### src/srcc_defs.vh
// constants for the standby, reset and clock control block
`ifndef SRCC_DEFS_VH
`define SRCC_DEFS_VH
// divider selections (instruction cycle at 12 MHz main clock)
`define SRCC_DIV_W        4
`define SRCC_DIV_MAX      4'h8
`define SRCC_DIV_CNT_W    8
// standby states
`define SRCC_ST_W         2
`define SRCC_ST_RUN       2'h0
`define SRCC_ST_HALT      2'h1
`define SRCC_ST_DEEP      2'h2
`define SRCC_ST_XKEEP     2'h3
// standby entry commands
`define SRCC_CMD_NONE     2'h0
`define SRCC_CMD_HALT     2'h1
`define SRCC_CMD_DEEP     2'h2
`define SRCC_CMD_XKEEP    2'h3
// oscillator enable bits
`define SRCC_OSC_W        4
`define SRCC_OSC_CER      0
`define SRCC_OSC_RC       1
`define SRCC_OSC_XTAL     2
`define SRCC_OSC_VRC      3
`define SRCC_OSC_ALL      4'hf
// reset stretch after all causes clear
`define SRCC_RST_HOLD     4'hf
`define SRCC_RST_CNT_W    4
`define SRCC_ONE4         4'h1
`define SRCC_ZERO4        4'h0
`define SRCC_ONE8         8'h01
`define SRCC_ZERO8        8'h00
`endif

### src/srcc_top.v
// standby, reset and system clock divider control
`timescale 1ns/1ps
`include "srcc_defs.vh"
module srcc_top
(
    clk,
    rst_n,
    reset_pin_n,
    por_detect,
    opt_por_level,
    uv_detect_lo,
    uv_detect_hi,
    opt_uv_enable,
    opt_uv_sel_hi,
    wdt_reset,
    div_sel,
    xtal_run,
    standby_cmd,
    any_irq,
    ext_irq_pin_0,
    ext_irq_pin_1,
    ext_irq_pin_2,
    ext_irq_pin_3,
    ext_irq_pin_4,
    ext_irq_pin_5,
    ext_irq_level,
    port0_irq,
    spi_irq,
    base_timer_irq,
    rtc_irq,
    sys_reset_n,
    cycle_en,
    core_run,
    periph_run,
    bt_rtc_run,
    osc_en,
    standby_state,
    irq_pending
);
    input  wire                      clk;
    input  wire                      rst_n;
    input  wire                      reset_pin_n;
    input  wire [1:0]                por_detect;
    input  wire                      opt_por_level;
    input  wire                      uv_detect_lo;
    input  wire                      uv_detect_hi;
    input  wire                      opt_uv_enable;
    input  wire                      opt_uv_sel_hi;
    input  wire                      wdt_reset;
    input  wire [`SRCC_DIV_W-1:0]    div_sel;
    input  wire                      xtal_run;
    input  wire [1:0]                standby_cmd;
    input  wire                      any_irq;
    input  wire                      ext_irq_pin_0;
    input  wire                      ext_irq_pin_1;
    input  wire                      ext_irq_pin_2;
    input  wire                      ext_irq_pin_3;
    input  wire                      ext_irq_pin_4;
    input  wire                      ext_irq_pin_5;
    input  wire [5:0]                ext_irq_level;
    input  wire                      port0_irq;
    input  wire                      spi_irq;
    input  wire                      base_timer_irq;
    input  wire                      rtc_irq;
    output reg                       sys_reset_n;
    output reg                       cycle_en;
    output reg                       core_run;
    output reg                       periph_run;
    output reg                       bt_rtc_run;
    output reg  [`SRCC_OSC_W-1:0]    osc_en;
    output reg  [`SRCC_ST_W-1:0]     standby_state;
    output reg                       irq_pending;

    // ------------------------------------------------------------
    // pin synchronisers
    // ------------------------------------------------------------
    wire [15:0] raw_in;
    wire [15:0] syn;
    assign raw_in = {rtc_irq, base_timer_irq, spi_irq, port0_irq,
                     ext_irq_pin_5, ext_irq_pin_4, ext_irq_pin_3,
                     ext_irq_pin_2, ext_irq_pin_1, ext_irq_pin_0,
                     uv_detect_hi, uv_detect_lo, por_detect[1],
                     por_detect[0], ~reset_pin_n, wdt_reset};

    genvar gi;
    generate
        for (gi = 0; gi < 16; gi = gi + 1)
        begin : g_sync
            srcc_sync u_sync
            (
                .clk   (clk),
                .rst_n (rst_n),
                .din   (raw_in[gi]),
                .dout  (syn[gi])
            );
        end
    endgenerate

    wire wdt_s   = syn[0];
    wire pin_rst = syn[1];
    wire uv_lo   = syn[4];
    wire uv_hi   = syn[5];
    wire [5:0] ext_s = syn[11:6];
    wire port0_s = syn[12];
    wire spi_s   = syn[13];
    wire bt_s    = syn[14];
    wire rtc_s   = syn[15];

    // ------------------------------------------------------------
    // internal and external (reset pin) reset sources
    // ------------------------------------------------------------
    reg                       por_done;
    reg [`SRCC_RST_CNT_W-1:0] rst_cnt;
    reg                       prev_xtal;

    wire por_active = opt_por_level ? syn[3] : syn[2];
    wire uv_active  = opt_uv_enable & (opt_uv_sel_hi ? uv_hi : uv_lo);
    wire por_cause  = ~por_done & por_active;
    wire any_rst    = por_cause | uv_active | pin_rst | wdt_s;

    always @(posedge clk or negedge rst_n)
    begin
        if (!rst_n)
        begin
            por_done    <= 1'b0;
            rst_cnt     <= `SRCC_RST_HOLD;
            sys_reset_n <= 1'b0;
        end
        else
        begin
            if (!por_active && rst_cnt == `SRCC_ZERO4)
                por_done <= 1'b1;
            if (any_rst)
                rst_cnt <= `SRCC_RST_HOLD;
            else if (rst_cnt != `SRCC_ZERO4)
                rst_cnt <= rst_cnt - `SRCC_ONE4;
            sys_reset_n <= ~any_rst & (rst_cnt == `SRCC_ZERO4);
        end
    end

    // ------------------------------------------------------------
    // system clock divider
    // ------------------------------------------------------------
    reg [`SRCC_DIV_CNT_W-1:0] div_cnt;
    wire [`SRCC_DIV_W-1:0] div_eff =
        (div_sel > `SRCC_DIV_MAX) ? `SRCC_DIV_MAX : div_sel;
    wire [`SRCC_DIV_CNT_W-1:0] div_top =
        (`SRCC_ONE8 << div_eff) - `SRCC_ONE8;

    always @(posedge clk or negedge rst_n)
    begin
        if (!rst_n)
        begin
            div_cnt  <= `SRCC_ZERO8;
            cycle_en <= 1'b0;
        end
        else
        begin
            // divide by 1 to 256 cycles
            if (!core_run || div_cnt >= div_top)
                div_cnt <= `SRCC_ZERO8;
            else
                div_cnt <= div_cnt + `SRCC_ONE8;
            cycle_en <= core_run & (div_cnt >= div_top);
        end
    end

    // ------------------------------------------------------------
    // standby state machine
    // ------------------------------------------------------------
    wire [5:0] ext_hit  = ~(ext_s ^ ext_irq_level);
    wire wake_deep  = (|ext_hit) | port0_s | spi_s;
    wire wake_xkeep = wake_deep | bt_s | rtc_s;
    reg [`SRCC_ST_W-1:0] next_state;

    always @*
    begin
        next_state = standby_state;
        case (standby_state)
            `SRCC_ST_RUN:
                if (standby_cmd == `SRCC_CMD_HALT)
                    next_state = `SRCC_ST_HALT;
                else if (standby_cmd == `SRCC_CMD_DEEP)
                    next_state = `SRCC_ST_DEEP;
                else if (standby_cmd == `SRCC_CMD_XKEEP)
                    next_state = `SRCC_ST_XKEEP;
            `SRCC_ST_HALT:
                if (any_irq | wake_xkeep)
                    next_state = `SRCC_ST_RUN;
            `SRCC_ST_DEEP:
                if (wake_deep)
                    next_state = `SRCC_ST_RUN;
            default:
                if (wake_xkeep)
                    next_state = `SRCC_ST_RUN;
        endcase
    end

    always @(posedge clk or negedge rst_n)
    begin
        if (!rst_n)
        begin
            standby_state <= `SRCC_ST_RUN;
            core_run      <= 1'b0;
            periph_run    <= 1'b0;
            bt_rtc_run    <= 1'b0;
            osc_en        <= `SRCC_OSC_ALL;
            prev_xtal     <= 1'b1;
            irq_pending   <= 1'b0;
        end
        else if (any_rst)
        begin
            // any reset cause (power-on, low voltage, reset pin or watchdog) ends standby
            standby_state <= `SRCC_ST_RUN;
            core_run      <= 1'b0;
            periph_run    <= 1'b0;
            bt_rtc_run    <= 1'b0;
            osc_en        <= `SRCC_OSC_ALL;
            prev_xtal     <= 1'b1;
            irq_pending   <= 1'b0;
        end
        else
        begin
            standby_state <= next_state;
            if (standby_state == `SRCC_ST_RUN &&
                next_state != `SRCC_ST_RUN)
                prev_xtal <= xtal_run;
            if (standby_state != `SRCC_ST_RUN &&
                next_state == `SRCC_ST_RUN)
                irq_pending <= 1'b1;
            else if (standby_state == `SRCC_ST_RUN)
                irq_pending <= 1'b0;
            case (next_state)
                `SRCC_ST_HALT:
                begin
                    core_run   <= 1'b0;
                    periph_run <= 1'b1;
                    bt_rtc_run <= 1'b1;
                    osc_en     <= osc_en;
                end
                `SRCC_ST_DEEP:
                begin
                    core_run   <= 1'b0;
                    periph_run <= 1'b0;
                    bt_rtc_run <= 1'b0;
                    osc_en     <= 4'h0;
                end
                `SRCC_ST_XKEEP:
                begin
                    core_run   <= 1'b0;
                    periph_run <= 1'b0;
                    bt_rtc_run <= 1'b1;
                    osc_en[`SRCC_OSC_CER] <= 1'b0;
                    osc_en[`SRCC_OSC_RC]  <= 1'b0;
                    osc_en[`SRCC_OSC_VRC] <= 1'b0;
                    osc_en[`SRCC_OSC_XTAL] <=
                        (standby_state == `SRCC_ST_RUN) ? xtal_run
                                                       : prev_xtal;
                end
                default:
                begin
                    core_run   <= 1'b1;
                    periph_run <= 1'b1;
                    bt_rtc_run <= 1'b1;
                    osc_en     <= {1'b1, xtal_run, 2'h3};
                end
            endcase
        end
    end
endmodule // srcc_top

### src/srcc_sync.v
// three-stage input synchroniser with agreement check
`timescale 1ns/1ps
module srcc_sync
(
    clk,
    rst_n,
    din,
    dout
);
    input  wire clk;
    input  wire rst_n;
    input  wire din;
    output reg  dout;

    reg s1;
    reg s2;
    reg s3;

    always @(posedge clk or negedge rst_n)
    begin
        if (!rst_n)
        begin
            s1   <= 1'b0;
            s2   <= 1'b0;
            s3   <= 1'b0;
            dout <= 1'b0;
        end
        else
        begin
            s1 <= din;
            s2 <= s1;
            s3 <= s2;
            if (s2 == s3)
                dout <= s3;
        end
    end
endmodule // srcc_sync

### config.mk
export PLATFORM = sky130hd
export DESIGN_NAME = srcc_top
export DESIGN_NICKNAME = d
export VERILOG_FILES = /design/src/srcc_top.v /design/src/srcc_sync.v
export VERILOG_INCLUDE_DIRS = /design/src
export SDC_FILE = /design/constraint.sdc
export NUM_CORES = 1
export LEC_CHECK = 0
export ABC_AREA = 1
export ABC_CLOCK_PERIOD_IN_PS = 1850
export CORE_MARGIN = 5
export CORE_UTILIZATION = 30
export CTS_CLUSTER_DIAMETER = 30
export DETAILED_ROUTE_END_ITERATION = 16
export DONT_BUFFER_PORTS = 1
export PLACE_DENSITY = 0.52
export SYNTH_ARGS = -nofsm -noshare
export SYNTH_HDL_FRONTEND = slang
export SYNTH_SLANG_ARGS = --single-unit
### constraint.sdc
create_clock -name clk -period 1.85 [get_ports clk]
set_clock_uncertainty 0.1 [all_clocks]
set_input_delay 0.185 -clock clk [delete_from_list [all_inputs] [get_ports clk]]
set_output_delay 0.185 -clock clk [all_outputs]
set_load 0.005 [all_outputs]
==> summary.txt <==
Timing
  – Max_slew headroom: 73.2%
  – Final period utilization: 88.4%
  – Fin. max-slew vios: 0
  – Tightest Pin Transition: 401 ps
  – Final min period: 1630 ps
  – RSZ-0062 raised after global routing: false
  – Fmax: 612 MHz
  – Post-Route Hold Slack: -582 ps
  – Final Worst Setup Slack: 215 ps
  – Final setup vio count: 0
  – Number of hold violations in the final report: 88

Route
  – Total wire length: 5490 µm
  – DRT iter0 DRCs: 102
  – Wire length per cell: 11.9 µm
  – Total number of vias: 1952
  – DRT antenna net count: 0
  – DRC violations left: 0
  – Vias per inst: 4.23
  – 1st-pass router iterations: 4

Floorplanning
  – Chip Height: 116 µm
  – Die width: 116 µm
  – I/O pin total: 47
  – CORE AREA: 0.0109 mm²
  – Die area: 0.0134 mm²
  – Site row count: 38
  – Starting Density: 30.9%

Worst setup path
  – Critical path class: register to register
  – Worst path cell trace: ha_1 > nand2_1 > nor2_1 > nand4_1 > o2111ai_1 > nand2b_4 > nor2_1
  – Critical path capture point type: register
  – Worst r2r path cells: 7
  – Crit path DAT: 1770 ps
  – Cell mode on critical path: nor2_1
  – Critical path's largest stage delay: 440 ps
  – Worst Path Required: 1990 ps
  – Startpoint Class: register
  – R2r startpoint: div_cnt[6]$_DFF_PN0_
  – Flop-to-flop setup slack: 220 ps
  – CP max stage cell: dfrtp_1
  – FF-to-FF End: div_cnt[3]$_DFF_PN0_
  – Worst-path maximum fanout: 8

Clock tree
  – CTS Root Cell: clkbuf_8
  – CTS sink cnt: 88
  – CTS max path bufs: 2
  – CTS Hold Bufs: 18
  – Worst-Skew Late Latency: 350 ps
  – CTS tree: yes
  – Htree depth: 3
  – CTS buffer count: 9
  – Worst-path clk slew: 80 ps

Yosys
  – Syn Nets: 334
  – Syn Inst Count: 287
  – Syn Std Cell Area: 0.00336 mm²
  – Avg Inst Size Synth: 11.7 µm²
  – Number of synthesis warnings: 0
  – Post-synth cell types: 33
  – Register area share after synthesis: 65.8%
  – FF+latch count, synth: 88

GRT
  – Global route overflow: 0
  – Pin count of the biggest net entering global routing: 89
  – Total GRT Usage: 9.11%
  – Number of global-route vias before repair: 1954
  – First-pass GRT wire length: 9360 µm
  – Initial antenna violation count: 0

Final layout
  – Number of antenna diodes: 0
  – FILL cells: 1056
  – Area taken by multi-input logic gates: 991 µm²
  – Final nets: 365
  – Layout cells sized above 1: 14.0%
  – Commonest non-fill, non-tap cell in the layout: dfrtp_1
  – Area grow syn2layout: 16.3%
  – Most frequent cells in the layout: dfrtp_1, nand2_1, inv_1
  – FF+latch area: 0.00221 mm²

Power
  – Pwr per Cell Area: 883 mW/mm²
  – Leakage: 1.87 nW
  – IR drop worst, VDD: 0.517 mV

Placed design
  – Setup Slack @ Placement: -211 ps
  – Number of I/O port buffers: 0
  – DP HPWL: 3850 µm
  – Placer Congestion: 0.772

Run status
  – Status: finished with violations
  – Failing checks: hold timing

Min path
  – Hold WC Path Type: input pin to asynchronous set/reset pin

Job
  – Max-Cap Viols: 0
==> sequential cells by signal, indices dropped and copies added (netlist names) <==
register	flops
bt_rtc_run	1
irq_pending	1
g_sync.u_sync.s3	16
rst_cnt	4
core_run	1
div_cnt	8
g_sync.u_sync.dout	16
standby_state	2
sys_reset_n	1
osc_en	2
g_sync.u_sync.s2	16
periph_run	1
cycle_en	1
g_sync.u_sync.s1	16
por_done	1
prev_xtal	1
==> layout make-up <==
| cell class | instances | area share, % |
|---|---|---|
| sequential | 88 | 56.5 |
| inverter | 39 | 3.81 |
| tap | 140 | 4.48 |
| clock buffer | 9 | 3.17 |
| multi-input combinational | 157 | 25.3 |
| clock inverter | 6 | 1.09 |
| timing repair buffer | 23 | 5.57 |
==> worst max-delay path: cells and delay by family, from the launching register on <==
kind | cells | cell delay (ps)
compound gates | 1 | 130
fa+ha+maj | 1 | 300
simple gates | 5 | 550
flops | 1 | 440
==> layer usage <==
layer	vias up	share of wire, %	global-route usage (%)
li1	972	-	-
met3	11	7.2	3.39
met4	0	2.5	5.10
met1	930	45	11.8
met2	39	45	13.2
met5	-	0	0
==> stage by stage <==
stage | power, W | setup TNS, ps | std cells | util (%) | area (µm²)
4_1_cts | 0.00351 | 0 | 462 | 35.8 | 3900
3_3_place_gp | 0.00230 | -1180 | 429 | 32.7 | 3560
2_1_floorplan | 0.00226 | 0 | 287 | - | 3370
5_1_grt | 0.00364 | 0 | 462 | 35.9 | 3910
6_report | 0.00345 | 0 | 462 | 35.9 | 3910
3_5_place_dp | 0.00231 | -1580 | 429 | 32.7 | 3560
==> kinds of logic after synthesis <==
family / share of synthesized area [%]
compound gates: 3.76
xor+xnor: 1.82
fa+ha+maj: 9.23
buf+inv: 5.03
flops: 65.8
mux: 0.596
simple gates: 13.8
==> how the worst max path moves through the flow <==
stage,from,slack (ps),to
global placement,div_sel[3],-150,div_cnt[7]$_DFF_PN0_
finish,div_cnt[6]$_DFF_PN0_,220,div_cnt[3]$_DFF_PN0_
detailed placement,div_sel[3],-210,div_cnt[3]$_DFF_PN0_
CTS,div_cnt[1]$_DFF_PN0_,50,div_cnt[3]$_DFF_PN0_
floorplan,div_sel[3],1,div_cnt[0]$_DFF_PN0_
global route,div_cnt[1]$_DFF_PN0_,80,div_cnt[3]$_DFF_PN0_
==> synth_stat cells <==
library cell   n  area (µm²)
o21ai_2        1        8.76
inv_1         35         131
xnor2_1        3        26.3
xor2_1         4        35.0
dfrtp_1       81        2030
dfstp_2        7         184
o21ai_4        1        16.3
buf_4          2        15.0
nand2_4        1        11.3
mux2i_1        2        20.0
nor2_8         1        20.0
nand2_2        3        18.8
nand3_1       12        60.1
nand4_1        2        12.5
o21ai_0        2        10.0
o211ai_1       2        15.0
nor3_1         2        10.0
nand2_1       41         154
a21o_1         1        7.51
inv_2          3        11.3
nor2_1        28         105
buf_2          1        5.00
ha_1          12         150
o21ai_1        3        15.0
maj3_1        16         160
nand2b_1       1        6.26
o2111ai_1      1        8.76
nand3_2        2        20.0
nor2_2         3        18.8
nand3b_1       1        7.51
a21oi_1        9        45.0
inv_4          1        6.26
or2_1          3        18.8
==> where the power goes <==
group	leakage (nW)	switching, W	internal [W]	total (W)
combinational	0.730	0.000101	0.000108	0.000208
sequential	1.06	0.0000556	0.00203	0.00209
clock	0.0819	0.000674	0.000485	0.00116
total	1.87	0.000830	0.00262	0.00345
==> timing repair <==
action | 4_1_cts | 5_1_grt
buffers inserted | 0 | 0
resized for setup | 0 | 2
endpoints found under the hold margin | 105 | 88
setup endpoints to repair | 0 | 8
Power figures use the tool's default switching activity.
